[src/hw/ctdp_pkg.sv]
// Register map, field layout, mode codes and prescaler decode of the timer block
package ctdp_pkg;

  localparam int          ADDR_W       = 5;
  localparam int          PRE_W        = 11;

  // Byte offsets on the register bus
  localparam logic [4:0]  OFS_LOW_CTRL = 5'h00;
  localparam logic [4:0]  OFS_UP_CTRL  = 5'h04;
  localparam logic [4:0]  OFS_CMP_LOW  = 5'h08;
  localparam logic [4:0]  OFS_CMP_HIGH = 5'h0c;
  localparam logic [4:0]  OFS_DUTY     = 5'h10;
  localparam logic [4:0]  OFS_STATUS   = 5'h14;

  // Control register fields
  localparam int          CTL_FLOP_BIT = 7;
  localparam int          CTL_CLK_LSB  = 4;
  localparam int          CTL_RUN_BIT  = 3;
  localparam int          CTL_MODE_LSB = 0;

  // Operating modes held in the mode field of the upper control register
  localparam logic [2:0]  MODE_DIVIDER = 3'h1;
  localparam logic [2:0]  MODE_PWM     = 3'h2;
  localparam logic [2:0]  MODE_TIMER16 = 3'h4;

  // Reset values
  localparam logic [7:0]  CTRL_RST     = 8'h00;
  localparam logic [7:0]  CMP_RST      = 8'h00;
  localparam logic [7:0]  DUTY_RST     = 8'h00;

  // Internal clock tick from the free prescaler for a clock select code
  function automatic logic ctdp_tick(input logic [2:0] sel, input logic [PRE_W-1:0] pre);
    logic t;
    t = 1'b1;
    case (sel)
      3'h0:    t = &pre[10:0];
      3'h1:    t = &pre[6:0];
      3'h2:    t = &pre[4:0];
      3'h3:    t = &pre[2:0];
      3'h4:    t = pre[0];
      default: t = 1'b1;
    endcase
    return t;
  endfunction : ctdp_tick

endpackage : ctdp_pkg

[src/hw/ctdp_timer.sv]
// Cascadable timer with divider output, 8-bit PWM and 16-bit compare modes
`timescale 1ns/100ps

////////////////////////////////////////////////////////////////////////////////
module ctdp_timer
  import ctdp_pkg::*;
(
  input  wire logic              clk,
  input  wire logic              srst,
  input  wire logic [ADDR_W-1:0] address,
  input  wire logic              read,
  input  wire logic              write,
  input  wire logic [31:0]       writedata,
  input  wire logic [3:0]        byteenable,
  output logic      [31:0]       readdata,
  output logic                   waitrequest,
  output logic                   divider_out_pin,
  output logic                   pwm_out_pin,
  output logic                   counter_match_irq,
  output logic                   upper_match_irq
);

  ////////////////////////////////////////////////////////////////////////////////
  // State
  logic [7:0]       lower_counter_control_reg;
  logic [7:0]       upper_counter_control_reg;
  logic [15:0]      compare_period_reg;
  logic [7:0]       compare_low_pending;
  logic [7:0]       pwm_duty_stage;
  logic [7:0]       pwm_duty_reg;
  logic [15:0]      count;
  logic [PRE_W-1:0] prescale;
  logic             out_flop;

  ////////////////////////////////////////////////////////////////////////////////
  // Bus decode
  wire              bus_wr     = write & ~waitrequest & byteenable[0];
  wire              bus_rd_cap = read & waitrequest;
  wire [7:0]        wd         = writedata[7:0];
  wire              wr_low     = bus_wr & (address == OFS_LOW_CTRL);
  wire              wr_up      = bus_wr & (address == OFS_UP_CTRL);
  wire              wr_cmp_lo  = bus_wr & (address == OFS_CMP_LOW);
  wire              wr_cmp_hi  = bus_wr & (address == OFS_CMP_HIGH);
  wire              wr_duty    = bus_wr & (address == OFS_DUTY);

  wire [31:0]       rd_val =
    (address == OFS_LOW_CTRL) ? {24'h000000, lower_counter_control_reg} :
    (address == OFS_UP_CTRL)  ? {24'h000000, upper_counter_control_reg} :
    (address == OFS_CMP_LOW)  ? {24'h000000, compare_period_reg[7:0]} :
    (address == OFS_CMP_HIGH) ? {24'h000000, compare_period_reg[15:8]} :
    (address == OFS_DUTY)     ? {24'h000000, pwm_duty_reg} :
    (address == OFS_STATUS)   ? {15'h0000, out_flop, count} :
    32'h00000000;

  ////////////////////////////////////////////////////////////////////////////////
  // Mode and timing decode
  wire [2:0]        mode       = upper_counter_control_reg[CTL_MODE_LSB +: 3];
  wire              run        = upper_counter_control_reg[CTL_RUN_BIT];
  wire              mode_div   = (mode == MODE_DIVIDER);
  wire              mode_pwm   = (mode == MODE_PWM);
  wire              mode_t16   = (mode == MODE_TIMER16);
  wire [2:0]        clk_sel    = mode_t16 ? lower_counter_control_reg[CTL_CLK_LSB +: 3]
                                          : upper_counter_control_reg[CTL_CLK_LSB +: 3];
  wire              step       = run & ctdp_tick(clk_sel, prescale);
  wire [15:0]       count_inc  = count + 16'h0001;
  wire [15:0]       count_step = mode_t16 ? count_inc : {8'h00, count_inc[7:0]};

  // Divider match against the unbuffered upper compare byte
  wire              div_hit    = step & mode_div & (count_inc[7:0] == compare_period_reg[15:8]);
  wire              pwm_ovf    = step & mode_pwm & (count[7:0] == 8'hff);
  wire              pwm_duty   = step & mode_pwm & ~pwm_ovf & (count_inc[7:0] == pwm_duty_reg);
  wire              t16_hit    = step & mode_t16 & (count_inc == compare_period_reg);
  wire              start      = wr_up & wd[CTL_RUN_BIT] & ~run;

  ////////////////////////////////////////////////////////////////////////////////
  // Next values
  wire              flop_load  = wr_up & ~run;
  wire              toggle     = div_hit | pwm_duty | pwm_ovf;
  wire              next_flop  = flop_load ? wd[CTL_FLOP_BIT] : (out_flop ^ toggle);
  wire [2:0]        next_mode  = wr_up ? wd[CTL_MODE_LSB +: 3] : mode;
  wire [15:0]       next_count = (start | div_hit | pwm_ovf | t16_hit) ? 16'h0000 :
                                 step ? count_step : count;
  wire [7:0]        next_stage = wr_duty ? wd : pwm_duty_stage;
  wire              duty_xfer  = pwm_ovf | (wr_duty & ~run);

  ////////////////////////////////////////////////////////////////////////////////
  // Register bus slave, one wait cycle per access
  always_ff @(posedge clk)
  begin
    if (srst)
    begin
      waitrequest <= 1'b1;
      readdata    <= 32'h00000000;
    end
    else
    begin
      waitrequest <= ~((read | write) & waitrequest);
      if (bus_rd_cap)
        readdata <= rd_val;
    end
  end

  ////////////////////////////////////////////////////////////////////////////////
  // Control and compare registers
  always_ff @(posedge clk)
  begin
    if (srst)
    begin
      lower_counter_control_reg <= CTRL_RST;
      upper_counter_control_reg <= CTRL_RST;
      compare_period_reg        <= {CMP_RST, CMP_RST};
      compare_low_pending       <= CMP_RST;
    end
    else
    begin
      if (wr_low)
        lower_counter_control_reg <= wd;
      if (wr_up)
        upper_counter_control_reg <= wd;
      if (wr_cmp_lo)
        compare_low_pending <= wd;
      if (wr_cmp_hi)
        compare_period_reg <= {wd, compare_low_pending};
    end
  end

  ////////////////////////////////////////////////////////////////////////////////
  // Duty buffer
  always_ff @(posedge clk)
  begin
    if (srst)
    begin
      pwm_duty_stage <= DUTY_RST;
      pwm_duty_reg   <= DUTY_RST;
    end
    else
    begin
      pwm_duty_stage <= next_stage;
      if (duty_xfer)
        pwm_duty_reg <= next_stage;
    end
  end

  ////////////////////////////////////////////////////////////////////////////////
  // Counter, prescaler and output flop
  always_ff @(posedge clk)
  begin
    if (srst)
    begin
      count    <= 16'h0000;
      prescale <= '0;
      out_flop <= 1'b0;
    end
    else
    begin
      count    <= next_count;
      prescale <= prescale + 11'h001;
      out_flop <= next_flop;
    end
  end

  ////////////////////////////////////////////////////////////////////////////////
  // Pins and interrupt requests
  always_ff @(posedge clk)
  begin
    if (srst)
    begin
      divider_out_pin   <= 1'b1;
      pwm_out_pin       <= 1'b1;
      counter_match_irq <= 1'b0;
      upper_match_irq   <= 1'b0;
    end
    else
    begin
      divider_out_pin   <= (next_mode == MODE_DIVIDER) ? ~next_flop : 1'b1;
      pwm_out_pin       <= (next_mode == MODE_PWM) ? ~next_flop : 1'b1;
      counter_match_irq <= div_hit | pwm_ovf;
      upper_match_irq   <= t16_hit;
    end
  end

  ////////////////////////////////////////////////////////////////////////////////
  // Checks
  a_div_match_effects: assert property (
    @(posedge clk) disable iff (srst)
    div_hit & ~flop_load |=> (out_flop == ~$past(out_flop)) && (count == 16'h0000) && counter_match_irq)
    else $error("divider match did not toggle, clear and request");

  a_div_pin_inverse: assert property (
    @(posedge clk) disable iff (srst)
    mode_div |-> divider_out_pin == ~out_flop)
    else $error("divider pin is not the inverse of the flop");

  a_flop_reset_zero: assert property (
    @(posedge clk)
    $fell(srst) |-> !out_flop && divider_out_pin && pwm_out_pin)
    else $error("flop not cleared by reset");

  a_stopped_pin_hold: assert property (
    @(posedge clk) disable iff (srst)
    !run && !wr_up ##1 !run && !wr_up |-> $stable(out_flop) && $stable(count))
    else $error("stopped counter changed flop or count");

  a_pwm_duty_toggle: assert property (
    @(posedge clk) disable iff (srst)
    pwm_duty & ~flop_load |=> (out_flop != $past(out_flop)) && (count != 16'h0000) && !counter_match_irq)
    else $error("pwm duty match misbehaved");

  a_pwm_overflow: assert property (
    @(posedge clk) disable iff (srst)
    pwm_ovf & ~wr_duty |=> count == 16'h0000 && counter_match_irq && pwm_duty_reg == $past(pwm_duty_stage))
    else $error("pwm overflow did not clear, request and reload duty");

  a_pwm_pin_inverse: assert property (
    @(posedge clk) disable iff (srst)
    mode_pwm |-> pwm_out_pin == ~out_flop)
    else $error("pwm pin is not the inverse of the flop");

  a_duty_staged: assert property (
    @(posedge clk) disable iff (srst)
    wr_duty & run & ~pwm_ovf |=> pwm_duty_reg == $past(pwm_duty_reg))
    else $error("running duty write took effect before overflow");

  a_duty_read_active: assert property (
    @(posedge clk) disable iff (srst)
    bus_rd_cap && address == OFS_DUTY |=> readdata[7:0] == $past(pwm_duty_reg))
    else $error("duty read did not return the active value");

  a_t16_match: assert property (
    @(posedge clk) disable iff (srst)
    t16_hit |=> upper_match_irq && count == 16'h0000 && !counter_match_irq)
    else $error("16-bit match did not clear and request");

  a_cmp_low_pending: assert property (
    @(posedge clk) disable iff (srst)
    wr_cmp_lo |=> $stable(compare_period_reg) && (compare_low_pending == $past(writedata[7:0])))
    else $error("low compare byte applied without the high byte");

  a_bus_answer: assert property (
    @(posedge clk) disable iff (srst)
    (read | write) && waitrequest |=> !waitrequest ##1 waitrequest)
    else $error("bus access not answered in one cycle");

  a_cmp_high_apply: assert property (
    @(posedge clk) disable iff (srst)
    wr_cmp_hi |=> compare_period_reg == {$past(writedata[7:0]), $past(compare_low_pending)})
    else $error("high compare byte did not apply both bytes together");

  a_cmp_high_read: assert property (
    @(posedge clk) disable iff (srst)
    bus_rd_cap && address == OFS_CMP_HIGH |=> readdata[7:0] == $past(compare_period_reg[15:8]))
    else $error("compare high read did not return the applied value");

  a_div_idle_high: assert property (
    @(posedge clk) disable iff (srst)
    !mode_div |-> divider_out_pin)
    else $error("divider pin not idle high outside divider mode");

  a_pwm_idle_high: assert property (
    @(posedge clk) disable iff (srst)
    !mode_pwm |-> pwm_out_pin)
    else $error("pwm pin not idle high outside pwm mode");

  a_div_hold_stopped: assert property (
    @(posedge clk) disable iff (srst)
    mode_div && !run && !wr_up |=> $stable(divider_out_pin))
    else $error("stopped divider pin changed");

  a_pwm_hold_stopped: assert property (
    @(posedge clk) disable iff (srst)
    mode_pwm && !run && !wr_up |=> $stable(pwm_out_pin))
    else $error("stopped pwm pin changed");

  a_stop_keeps_flop: assert property (
    @(posedge clk) disable iff (srst)
    wr_up && run && !step |=> $stable(out_flop))
    else $error("write while running loaded the flop");

  a_flop_load: assert property (
    @(posedge clk) disable iff (srst)
    wr_up && !run |=> out_flop == $past(writedata[CTL_FLOP_BIT]))
    else $error("stopped control write did not load the flop");

  a_duty_load_stopped: assert property (
    @(posedge clk) disable iff (srst)
    wr_duty && !run |=> pwm_duty_reg == $past(writedata[7:0]))
    else $error("stopped duty write did not take effect at once");

  a_div_count_up: assert property (
    @(posedge clk) disable iff (srst)
    mode_div && step && !div_hit |=> count[7:0] == $past(count[7:0]) + 8'h01)
    else $error("divider counter did not count up");

  a_pwm_count_up: assert property (
    @(posedge clk) disable iff (srst)
    mode_pwm && step && !pwm_ovf |=> count[7:0] == $past(count[7:0]) + 8'h01)
    else $error("pwm counter did not keep counting");

  a_t16_count_up: assert property (
    @(posedge clk) disable iff (srst)
    mode_t16 && step && !t16_hit |=> count == $past(count) + 16'h0001)
    else $error("16-bit counter did not count up");

  a_start_clears: assert property (
    @(posedge clk) disable iff (srst)
    wr_up && writedata[CTL_RUN_BIT] && !run |=> count == 16'h0000)
    else $error("start did not clear the counter");

  a_match_irq_source: assert property (
    @(posedge clk) disable iff (srst)
    counter_match_irq |-> $past(div_hit) || $past(pwm_ovf))
    else $error("match request without divider match or pwm overflow");

  a_upper_irq_source: assert property (
    @(posedge clk) disable iff (srst)
    upper_match_irq |-> $past(t16_hit))
    else $error("upper request without 16-bit match");

endmodule : ctdp_timer

[config.mk]
export PLATFORM = sky130hd
export DESIGN_NAME = ctdp_timer
export DESIGN_NICKNAME = d
export VERILOG_FILES = /design/src/hw/ctdp_pkg.sv /design/src/hw/ctdp_timer.sv
export SDC_FILE = /design/constraint.sdc
export NUM_CORES = 1
export LEC_CHECK = 0
export BUFFER_PORTS_ARGS = -buffer_cell sky130_fd_sc_hd__buf_2
export CELL_PAD_IN_SITES_DETAIL_PLACEMENT = 0
export CELL_PAD_IN_SITES_GLOBAL_PLACEMENT = 1
export CORE_MARGIN = 2
export CORE_UTILIZATION = 43
export CTS_CLUSTER_DIAMETER = 60
export CTS_CLUSTER_SIZE = 30
export DETAILED_ROUTE_END_ITERATION = 8
export PLACE_DENSITY = 0.84
export SLEW_MARGIN = 20
export SYNTH_ARGS = -nofsm -noshare
export SYNTH_HDL_FRONTEND = slang
export SYNTH_SLANG_ARGS = --single-unit
export TNS_END_PERCENT = 100
[constraint.sdc]
create_clock -name clk -period 3.2 [get_ports clk]
set_input_delay 0.64 -clock clk [delete_from_list [all_inputs] [get_ports clk]]
set_output_delay 0.64 -clock clk [all_outputs]
set_load 0.01 [all_outputs]
Word-level counts from Yosys, hierarchy flattened --
Cells that the tools add are included.
Cells by class: multiplexer cells 12, add/sub/neg operators 2, $lt $le $gt $ge 0, reduce and logical (&&, ||, !) cells 9, shift operators 0, equality and inequality tests 18, div/mod/pow operators 0, bitwise gates (word level) 38, multiply operators 0
Operator list (number):
- 17-bit two-way mux | 6
- 1-bit bitwise AND | 22
- 16-bit by 1-bit adder with 16-bit output, second input constant | 1
- 16-bit equality test | 1
- 8-bit equality test | 2
- 16-bit two-way mux | 1
- 3-bit by 2-bit equality test with 1-bit output, second input constant | 4
- 11-bit by 1-bit adder with 11-bit output, second input constant | 1
- 11-bit AND reduction | 1
- 5-bit by 4-bit equality test with 1-bit output, second input constant | 2
- 5-bit equality test, second input constant | 2
- 3-bit by 1-bit equality test with 1-bit output, second input constant | 3
- 8-bit equality test, second input constant | 1
- 8-bit two-way mux | 1
- 1-bit bitwise OR | 8
- 1-bit NOT | 7
- 7-bit AND reduction | 1
- 3-bit equality test, second input constant | 2
- 3-bit two-way mux | 2
- 2-bit OR reduction | 3
- 5-bit by 3-bit equality test with 1-bit output, second input constant | 1
- 5-bit zero test | 1
- 1-bit case mux with 5 select lines | 1
- 5-bit AND reduction | 1
- other kinds (4) | 4
Storage, ports and cells: memory bits (read-only) 0, latch bits 0, output and inout bits 37, flip-flop bits (word level) 121, logic and storage cells 94, RAM bits 0, memories kept 0

Longest topological paths before layout --
Gate-level depths: netlist (run 1).
depth after elaboration 15, gate-level depth with buffers 14, mapped depth without buffers 11

Least setup slack after synthesis (run 1) --
Ideal clock, no wire load.
kind register to register, from reg prescale[0], to reg pwm_duty_reg[5], setup slack 0.320 ns, period minus slack after synthesis 2.880 ns, cell stages (with the launch flop) 13, arrival time 2.764 ns, buffers on the path 1, cells stage by stage dfxtp_1 -> ha_1 -> nand3_1 -> inv_1 -> ha_1 -> mux2_2 -> a211o_1 -> a222oi_1 -> nor4b_1 -> a21oi_2 -> buf_4 -> nor3_1 -> a31o_2
Between the ends: longest elaborated chain between the ends 6
RTL lines:
- start, declared | line ctdp_timer.sv:32 | logic [PRE_W-1:0] prescale;
- start signal, assigned | line ctdp_timer.sv:157 | prescale <= prescale + 11'h001;
- 11-bit AND reduction (tied with other cells) | line ctdp_pkg.sv:36 | 3'h0: t = &pre[10:0];
- 1-bit case mux with 5 select lines (*) | line ctdp_pkg.sv:35 | case (sel)
- 1-bit bitwise AND (*) | line ctdp_timer.sv:64 | wire step = run & ctdp_tick(clk_sel, prescale);
- 1-bit bitwise AND (*) (2 in series) | line ctdp_timer.sv:70 | wire pwm_ovf = step & mode_pwm & (count[7:0] == 8'hff);
- 1-bit bitwise OR (*) | line ctdp_timer.sv:84 | wire duty_xfer = pwm_ovf | (wr_duty & ~run);
- end signal, assigned | line ctdp_timer.sv:140 | pwm_duty_reg <= next_stage;
- end, declared | line ctdp_timer.sv:30 | logic [7:0] pwm_duty_reg;
Mark *: on every way between the ends. The rest lies on a longest branch, timed or not. A chain may end at the register's enable or synchronous reset.

Worst setup path in the final report (run 1) --
from reg prescale[0], to reg upper_match_irq
Between the ends: longest elaborated chain between the ends 5
RTL lines:
- 11-bit AND reduction (tied with other cells) | line ctdp_pkg.sv:36
- 1-bit case mux with 5 select lines (*) | line ctdp_pkg.sv:35
- 1-bit bitwise AND (*) | line ctdp_timer.sv:64
- 1-bit bitwise AND (*) (2 in series) | line ctdp_timer.sv:72 | wire t16_hit = step & mode_t16 & (count_inc == compare_period_reg);
- end signal, assigned | line ctdp_timer.sv:178 | upper_match_irq <= t16_hit;
- end, declared | line ctdp_timer.sv:20 | output logic upper_match_irq
Marked as above.

==> metrics.txt, run 1 <==
Post-Synth Simple-Gate Area=22.47%; Die Y-Extent=118.6 um; DRC errors left=0; fmax=337.3 MHz; 1st-pass router iterations=5; FP Rows=41; fin. max-slew vios=0; synthesized cell area=5647 um2; Synth async-reset ratio=0%; layout cells sized above 1=17.90%; CP max FO=12; Setup Skew=9.303 ps; Worst Setup Slack, final=235.4 ps; grt ovf=0; Final Power=2537 uW; later-pin clock latency in the skew report=360 ps; max-cap violation count=0; initial antenna violation count=0; run status=complete, no violations; post-synthesis xor/xnor area fraction=8.930%; starting DRC count in detailed routing=411; Clock transition at path regs=70 ps; final WL=14,500 um; worst hold path type=reg -> reg; ANT nets after route=0; crit end category=flop; die area=14,060 um2; Primary FF master, synth=dfxtp_1; Hold Path Stages=1; placed cell areas=5966 um2; Cells after Synth=646; largest net degree at the start of global routing=40; Area growth syn-to-layout=11.03%; Compound-Gate Fraction of Synth Area=13.16%; number of synthesized flops with an enable pin=0; # hold bufs at CTS=0; max-slew headroom at the worst pin=52.91%; first-pass GRT wire length=23,500 um; CP startpoint kind=flop; FF-to-FF path depth=13; core area=12,720 um2; GRT Total Usage=21.12%; mux cell area share after synthesis=10.95%; finished layout cell area=6270 um2; I/O pin cnt=82; Final Hold Vio Count=0; top area cells in the synthesized netlist=dfxtp_1, mux2i_1, xnor2_1, nor2_1, mux2_2; pwr/cell area=404.6 nW/um2; largest family of logic cells by synthesized area=simple AND/OR/NAND/NOR gates; Num CTS Buffers=9; Crit Path Category=reg -> reg; Initial Util=44.38%; Peak supply drop=0.2390 mV; unrepaired setup endpoints after global routing=no; critical path arrival=3260 ps; Fin Setup TNS=0 ps; post-synthesis adder-cell area fraction=0.8863%; largest area contributor in the netlist=dfxtp_1; synth warn=0; clock sinks=106; Buffers on Ports=39; Worst Hold Launch=waitrequest$_SDFF_PP1_; HPWL Detailed=10,560 um; CP required=3500 ps; gpl congestion=0.8731; max reg flops=17; root buffer cell=clkbuf_16; dpl ws=37.83 ps; Hold WS=459.3 ps; nets=720; Synth cell types=63; Slew @ Worst Pin=703.2 ps; Tcrit/Tclk final=92.64%; Via Count=4,756; chip width=118.6 um; Mapped Avg Cell Area=8.741 um2; Antenna diodes=0; minimum clock period=2965 ps; H-tree depth=3; FF-to-FF Start=prescale[0]$_SDFF_PP0_; Longest Clk Path Bufs=2; DR vias/cell=5.608; final-layout fill cell count=1,246; vias in the first global route=4,437; Seq/Total Area, Yosys=37.58%; Crit. Startpoint=prescale[0]$_SDFF_PP0_; r2r setup slk=240 ps; final setup violation count=0; Seq cells post-synth=106; LEAKAGE=0.002532 uW; drt wl/cell=17.10 um; CTS tree=done; Synth top area share=37.58%
## per-layer routing
| layer | GRT usage, % | vias up | part of all wire [%] |
|---|---|---|---|
| met3 | 2.992 | 18 | 5.2 |
| met2 | 34.20 | 160 | 49 |
| li1 | - | 2314 | - |
| met5 | 0 | - | 0 |
| met4 | 7.887 | 0 | 1.9 |
| met1 | 28.53 | 2264 | 44 |
## worst max-delay path, cell delays in order, from the launching register on
cell and delay, ps:
dfxtp_1 430, ha_1 230, nand3_2 140, inv_1 80
ha_1 150, mux2_2 160, a211o_1 130, a222oi_1 80
buf_4 170, or3b_1 440, a2111oi_2 280, and4_1 240
buf_4 220, and2_1 140
## power by group
group          leakage [uW]  internal, uW  switching [uW]  total, uW
combinational       0.00155          39.2            93.5        133
clock              0.000127           538             525       1060
sequential         0.000856          1330            9.72       1340
## path summary, 6_finish.rpt
check / to
worst min-delay path: waitrequest$_SDFF_PP1_
worst max-delay path: upper_match_irq$_SDFF_PP0_
worst max register to register: upper_match_irq$_SDFF_PP0_
worst min register to register: waitrequest$_SDFF_PP1_
## timing repair
item | 4_1_cts | 5_1_grt
setup buffers | 0 | 1
endpoints found under the hold margin | 0 | 0
endpoints found under the setup margin | 0 | 27
gates resized for setup | 0 | 3
## cell families (layout without fill, tap and decap cells)
logic type / after synthesis / count (layout)
AND/OR/NAND/NOR: 248 / 248
AO/OA/AOI/OAI: 108 / 108
flip-flops: 106 / 106
buffers and inverters: 67 / 83
XOR/XNOR: 56 / 56
multiplexers: 56 / 56
adder cells (fa/ha/maj): 4 / 4
other: 1 / 15
## layout make-up
| type | instances | area (um2) | share of cell area (%) |
|---|---|---|---|
| Clock buffer | 10 | 229.0 | 3.652 |
| Clock inverter | 6 | 51.30 | 0.8182 |
| Inverter | 6 | 22.52 | 0.3592 |
| Multi-Input combinational cell | 487 | 3257 | 51.95 |
| Sequential cell | 106 | 2122 | 33.85 |
| Tap cell | 172 | 215.2 | 3.432 |
| Timing Repair Buffer | 61 | 372.9 | 5.947 |
## layout by cell type (no fill, tap or decap), types with 3 or more instances in the layout
master / count
nor2b_1: 10
mux2i_1: 37
mux2_2: 16
a222oi_1: 6
a22o_1: 6
xnor2_1: 38
o22ai_1: 3
xor2_1: 17
clkinvlp_4: 3
nand2_1: 41
and3_1: 7
and4_1: 6
nand2b_1: 3
nor3_1: 25
buf_2: 39
a22oi_1: 9
a221oi_1: 3
mux4_2: 3
nor3b_1: 3
conb_1: 15
nand4_1: 7
nor3_2: 10
and2_1: 5
nor4_1: 6
buf_4: 21
nor2_1: 85
or3_1: 4
dfxtp_1: 106
o21ai_0: 15
inv_1: 6
ha_1: 4
a21oi_1: 30
a31o_2: 8
a211oi_1: 6
nand3_1: 23
clkbuf_16: 9
## synth_stat cells, types with 10 or more instances
| cell | instances |
|---|---|
| dfxtp_1 | 106 |
| nor2_1 | 85 |
| nand2_1 | 41 |
| xnor2_1 | 38 |
| mux2i_1 | 37 |
| a21oi_1 | 30 |
| clkbuf_1 | 29 |
| nor3_1 | 25 |
| nand3_1 | 24 |
| buf_4 | 17 |
| xor2_1 | 17 |
| mux2_2 | 16 |
| o21ai_0 | 15 |
| nor2b_1 | 10 |
| nor3_2 | 10 |
## through the flow
step	cells	utilization, %
floorplan	660	-
global placement	831	46.89
detailed placement	831	46.89
CTS	847	49.10
global route	848	49.28
finish	848	49.28
(Power assumes the default switching activity.)
==> run 2, diff against run 1 <==
--- a/config.mk
+++ b/config.mk
@@ -5,15 +5,16 @@
 export SDC_FILE = /design/constraint.sdc
 export NUM_CORES = 1
 export LEC_CHECK = 0
+export ABC_AREA = 1
 export BUFFER_PORTS_ARGS = -buffer_cell sky130_fd_sc_hd__buf_2
 export CELL_PAD_IN_SITES_DETAIL_PLACEMENT = 0
 export CELL_PAD_IN_SITES_GLOBAL_PLACEMENT = 1
 export CORE_MARGIN = 2
-export CORE_UTILIZATION = 43
+export CORE_UTILIZATION = 41
 export CTS_CLUSTER_DIAMETER = 60
 export CTS_CLUSTER_SIZE = 30
 export DETAILED_ROUTE_END_ITERATION = 8
-export PLACE_DENSITY = 0.84
+export PLACE_DENSITY = 0.85
 export SLEW_MARGIN = 20
 export SYNTH_ARGS = -nofsm -noshare
 export SYNTH_HDL_FRONTEND = slang
==> metrics.txt, run 2 <==
Initial Util=41.99% (-2.4 points); Tcrit/Tclk final=80.23% (-12 points); drt wl/cell=14.41 um (-16%); Crit Path Category=reg -> reg; gpl congestion=0.9865 (+13%); Synth cell types=40 (-37%); Worst Setup Slack, final=632.6 ps (+397.2 ps); Primary FF master, synth=dfxtp_1; first-pass GRT wire length=24,200 um (+3.0%); vias in the first global route=4,734 (+6.7%); top-count cell post-synth=nand2_1; Synth async-reset ratio=0% (unchanged); DRC errors left=0 (unchanged); most common cell after layout, fill and taps aside=nand2_1; FF+latch area=2122 um2 (unchanged); core area=13,240 um2 (+4.1%); CP max FO=18 (+6); GRT Total Usage=21.25% (+0.13 points); Die Y-Extent=120.5 um (+1.6%); run status=complete, no violations; max reg flops=17 (unchanged); Final Hold Vio Count=0 (unchanged); Hold WS=456.3 ps (-2.959 ps); pwr/cell area=420.4 nW/um2 (+3.9%); grt ovf=0 (unchanged); unrepaired setup endpoints after global routing=no; Via Count=5,165 (+8.6%); Area growth syn-to-layout=11.57%; ANT nets after route=0 (unchanged); LEAKAGE=0.002570 uW (+1.5%); Longest Clk Path Bufs=2 (unchanged); Cells after Synth=822 (+27%); P_int=2013 uW (+5.5%); Seq/Total Area, Yosys=38.16% (+0.58 points); CP startpoint kind=flop; I/O pin cnt=82 (unchanged); fin. max-slew vios=0 (unchanged); synthesized cell area=5560 um2 (-1.5%); max-cap violation count=0 (unchanged); Clock transition at path regs=70 ps (about the same); HPWL Detailed=11,370 um (+7.7%); final setup violation count=0 (unchanged); starting DRC count in detailed routing=440 (+7.1%); Fin Setup TNS=0 ps (unchanged); Peak supply drop=0.2951 mV (+23%); initial antenna violation count=0 (unchanged); clock sinks=106 (unchanged); Comb power frac=3.8% (-1.4 points); # hold bufs at CTS=0 (unchanged); final WL=14,990 um (+3.3%); switching part of the total=22.83% (-2.0 points); die area=14,510 um2 (+3.2%); Buffers on Ports=39 (unchanged); nets=908 (+26%); synth warn=0 (unchanged); max-slew headroom at the worst pin=51.17% (-1.7 points); minimum clock period=2567 ps (-397.2 ps); DR vias/cell=4.966 (-11%); Setup Skew=8.796 ps (-0.5065 ps); number of synthesized flops with an enable pin=0 (unchanged); Clock Power Share=45.2% (+3.3 points); PostCTS Resize Cnt=0 (unchanged); sw power=595.3 uW (-5.3%); top cells by count, synth=nand2_1, inv_1, dfxtp_1; root buffer cell=clkbuf_16; H-tree depth=3 (unchanged); later-pin clock latency in the skew report=350 ps (about the same); FP Rows=42 (+2.4%); Synth top area share=38.16% (+0.58 points); Seq pwr share=51.0% (-1.8 points); top area cells in the synthesized netlist=dfxtp_1, nand2_1, inv_1, o21ai_0, a21oi_1; largest area contributor in the netlist=dfxtp_1; chip width=120.5 um (+1.6%); Num CTS Buffers=9 (unchanged); 1st-pass router iterations=5 (unchanged); CP required=3430 ps (-70 ps); Seq cells post-synth=106 (unchanged); multi-input logic area=2830 um2 (-13%); final core utilization=46.84% (-2.4 points); Slew @ Worst Pin=731.6 ps (+28.36 ps); layout cells sized above 1=12.73% (-5.2 points); fmax=389.5 MHz (+15%); critical path arrival=2800 ps (-460 ps); Post-CTS Repair Setup Buffers=0 (unchanged); Antenna diodes=0 (unchanged); dpl ws=627.3 ps (+589.5 ps); most frequent cells in the layout=nand2_1, inv_1, dfxtp_1; crit end category=flop; final-layout fill cell count=1,460 (+17%); worst hold path type=reg -> reg; largest net degree at the start of global routing=38 (-5.0%); CTS tree=done; Mapped Avg Cell Area=6.764 um2 (-23%)
## run 2: cell types whose count changed after synthesis, moves of 16 or more
cell	before	now
inv_1	6	110
mux2_2	16	0
a21oi_1	30	75
xnor2_1	38	2
nand2_1	41	178
mux2i_1	37	0
o21ai_0	15	76
nand3_1	24	44
## run 2: area by class of cell
cell class	count	share of cell area [%]
multi-input cells	578	45.62
inverters	113	6.878
flip-flops and latches	106	34.21
repair buffers	51	4.599
well taps	176	3.550
clock inverters	5	1.069
clock buffers	11	4.074
## run 2: path summary, 6_finish.rpt
path,from,endpoint,slack (ps),cells past startpoint
setup / recovery,prescale[0]$_SDFF_PP0_,count[0]$_SDFFE_PP0P_,630,14
hold / removal,waitrequest$_SDFF_PP1_,waitrequest$_SDFF_PP1_,460,1
setup reg to reg,prescale[0]$_SDFF_PP0_,count[0]$_SDFFE_PP0P_,630,14
hold reg to reg,waitrequest$_SDFF_PP1_,waitrequest$_SDFF_PP1_,460,1
## run 2: worst max-delay path, stage by stage (launching register included)
cell	delay, ps
dfxtp_1	380
ha_1	200
nand3_1	110
nor2_1	170
nand3b_1	130
nor2_1	110
nor2_1	60
nor2_2	130
nand2_4	170
inv_4	190
nand3_2	220
nor2_1	180
nand2_1	100
nand3_4	220
nor2_1	70
## run 2: layer usage
layer | global-route usage (%) | routed length [um] | vias to the layer above
met2 | 34.25 | 6816 | 121
met3 | 3.491 | 543 | 28
met5 | 0 | 0 | -
met4 | 7.485 | 394 | 0
met1 | 28.78 | 7230 | 2303
li1 | - | - | 2713
## run 2: cell families after synthesis
logic type                 count (synthesis)  share of synthesized area, %
adders and majority gates                  4                        0.9001
and+or+nand+nor                          370                         29.77
xor gates and xnor gates                  12                         2.138
AOI/OAI and AO/OA                        177                         17.08
buffers and inverters                    152                         11.88
DFF                                      106                         38.16
other                                      1                       0.06744
## run 2: metrics by stage
step / cells / area, um2 / total power [uW]
after CTS: 1040 / 6203 / 2633
after floorplan: 836 / 5613 / 1437
final: 1040 / 6203 / 2608
after global placement: 1024 / 5884 / 1460
after detailed placement: 1024 / 5884 / 1460
after global routing: 1040 / 6203 / 2694
## run 2: power by group through the flow
stage / clock network [uW] / registers, uW / logic [uW]
2_1_floorplan: 0 / 1360 / 78.0
3_3_place_gp: 0 / 1360 / 99.5
3_5_place_dp: 0 / 1360 / 99.8
4_1_cts: 1200 / 1330 / 100
5_1_grt: 1250 / 1330 / 112
6_report: 1180 / 1330 / 99.1
==> run 3, diff against run 2 <==
--- a/config.mk
+++ b/config.mk
@@ -10,11 +10,11 @@
 export CELL_PAD_IN_SITES_DETAIL_PLACEMENT = 0
 export CELL_PAD_IN_SITES_GLOBAL_PLACEMENT = 1
 export CORE_MARGIN = 2
-export CORE_UTILIZATION = 41
+export CORE_UTILIZATION = 37
 export CTS_CLUSTER_DIAMETER = 60
 export CTS_CLUSTER_SIZE = 30
 export DETAILED_ROUTE_END_ITERATION = 8
-export PLACE_DENSITY = 0.85
+export PLACE_DENSITY = 0.82
 export SLEW_MARGIN = 20
 export SYNTH_ARGS = -nofsm -noshare
 export SYNTH_HDL_FRONTEND = slang
==> constraint.sdc (replaced) <==
create_clock -name clk -period 2.2 [get_ports clk]
set_input_delay 0.44 -clock clk [delete_from_list [all_inputs] [get_ports clk]]
set_output_delay 0.44 -clock clk [all_outputs]
set_load 0.01 [all_outputs]
==> metrics.txt, run 3 (synthesis gave the netlist of run 2 again) <==
placed cell areas=6147 um2 (+4.5%); Initial Util=38.11% (-3.9 points); Peak supply drop=0.4118 mV (+40%); GRT Total Usage=20.01% (-1.2 points); Longest Clk Path Bufs=2 (unchanged); die area=16,030 um2 (+10%); grt ovf=0 (unchanged); CP required=2450 ps (-980 ps); worst hold path type=in -> reg; largest net degree at the start of global routing=47 (+24%); Worst Setup Slack, final=-23.33 ps (-656.0 ps); drt wl/cell=14.72 um (+2.2%); most common cell after layout, fill and taps aside=nand2_1; LEAKAGE=0.002902 uW (+13%); ANT nets after route=0 (unchanged); critical path arrival=2470 ps (-330 ps); max reg flops=17 (unchanged); Final Hold Vio Count=0 (unchanged); Clock transition at path regs=80 ps (about the same); 1st-pass router iterations=5 (unchanged); FF+latch area=2135 um2 (+0.59%); Buffers on Ports=39 (unchanged); Num CTS Buffers=9 (unchanged); fin. max-slew vios=0 (unchanged); FP Rows=44 (+4.8%); Hold Path Stages=2 (+1); Die Y-Extent=126.6 um (+5.1%); starting DRC count in detailed routing=395 (-10%); root buffer cell=clkbuf_16; Crit. Startpoint=count[1]$_SDFFE_PP0P_; most frequent cells in the layout=nand2_1, inv_1, dfxtp_1; DR vias/cell=4.951 (-0.31%); core area=14,590 um2 (+10%); Hold WS=303.2 ps (-153.1 ps); final-layout fill cell count=1,550 (+6.2%); DRC errors left=0 (unchanged); crit end category=flop; first-pass GRT wire length=25,250 um (+4.4%); vias in the first global route=4,868 (+2.8%); Tcrit/Tclk final=101.1% (+21 points); nets=957 (+5.4%); critical-path cell list=ha_4 > nand2_4 > nor2_4 > nand2_4 > nor2_4 > buf_4 > nand3_1 > xnor3_1 > nand3_1 > nor2_1 > nand2_2 > nand3_4 > nor2_1; gpl congestion=0.9511 (-3.6%); Worst Hold Launch=read; final WL=16,150 um (+7.8%); # hold bufs at CTS=0 (unchanged); final setup violation count=4 (+4); slowest CP cell=dfxtp_2; Crit Path Category=reg -> reg; CP peak stage delay=370 ps (about the same); Antenna diodes=0 (unchanged); clock sinks=106 (unchanged); HPWL Detailed=12,060 um (+6.0%); H-tree depth=3 (unchanged); Fin Setup TNS=-52.08 ps (-52.08 ps); unrepaired setup endpoints after global routing=yes; run status=finished, violations left; layout cells sized above 1=21.80% (+9.1 points); FF-to-FF path depth=13 (-1); Setup Skew=12.40 ps (+3.604 ps); minimum clock period=2223 ps (-344.0 ps); CP max FO=8 (-10); Area growth syn-to-layout=22.03%; CP startpoint kind=flop; FF-to-FF Start=count[1]$_SDFFE_PP0P_; chip width=126.6 um (+5.1%); max-cap violation count=0 (unchanged); CTS tree=done; later-pin clock latency in the skew report=360 ps (about the same); multi-input logic area=3035 um2 (+7.3%); failing checks=negative setup slack; initial antenna violation count=0 (unchanged); pwr/cell area=546.8 nW/um2 (+30%); finished layout cell area=6785 um2 (+9.4%); Via Count=5,431 (+5.2%); I/O pin cnt=82 (unchanged); fmax=449.8 MHz (+15%)
-- run 3: changes by cell type in the layout (fill, tap and decap cells not counted), sizes merged --
| cell | before | now |
|---|---|---|
| buf | 51 | 98 |
| bufinv | 1 | 0 |
| clkinv | 0 | 1 |
| clkinvlp | 1 | 2 |
| inv | 116 | 115 |
| nand3 | 48 | 49 |
| o21ai | 77 | 78 |
-- run 3: report_power, final --
part	switching [uW]	total [uW]	leakage, uW	internal [uW]
Combinational	112	158	0.00190	45.8
Sequential	8.62	1930	0.000858	1930
Clock	773	1620	0.000140	845
-- run 3: worst paths after layout --
| check | to | slack [ps] |
|---|---|---|
| worst max-delay path | count[1]$_SDFFE_PP0P_ | -20 |
| worst min-delay path | waitrequest$_SDFF_PP1_ | 300 |
| worst max register to register | count[1]$_SDFFE_PP0P_ | -20 |
| worst min register to register | readdata[13]$_SDFFE_PP0P_ | 460 |
-- run 3: layout make-up --
cell class	count	share of cell area, %
Clock inverter	5	0.6454
Tap cell	184	3.393
Multi-Input combinational cell	580	44.74
Timing Repair Buffer	98	9.755
Clock buffer	11	3.725
Inverter	113	6.288
Sequential cell	106	31.46
-- run 3: worst max-delay path, delay by kind of cell (launching register included) --
| kind | cells | cell delay, ps |
|---|---|---|
| AND/OR/NAND/NOR | 10 | 1200 |
| flip-flops | 1 | 370 |
| XOR/XNOR | 1 | 250 |
| adder cells (fa/ha/maj) | 1 | 160 |
| buffers and inverters | 1 | 120 |
-- run 3: layer usage --
metal	routed length [um]	track usage [%]
met4	329	5.430
met1	7445	26.22
met5	0	0
met3	782	4.639
met2	7595	33.16
-- run 3: repair_timing --
| action | in CTS | in global routing |
|---|---|---|
| endpoints found under the setup margin | 24 | 28 |
| setup buffers | 0 | 15 |
| resized for setup | 5 | 57 |
| cloned | 1 | 1 |
| pin swaps | 1 | 33 |
-- run 3: metrics by stage --
stage | util [%] | instances | worst slack [ps] | total power, uW
6_report | 46.51 | 1097 | -23.33 | 3710
3_3_place_gp | 42.14 | 1064 | -34.11 | 2130
3_5_place_dp | 42.14 | 1064 | -32.33 | 2131
5_1_grt | 46.51 | 1097 | -164.0 | 3841
2_1_floorplan | - | 836 | 155.8 | 2091
4_1_cts | 44.39 | 1081 | -3.957 | 3742
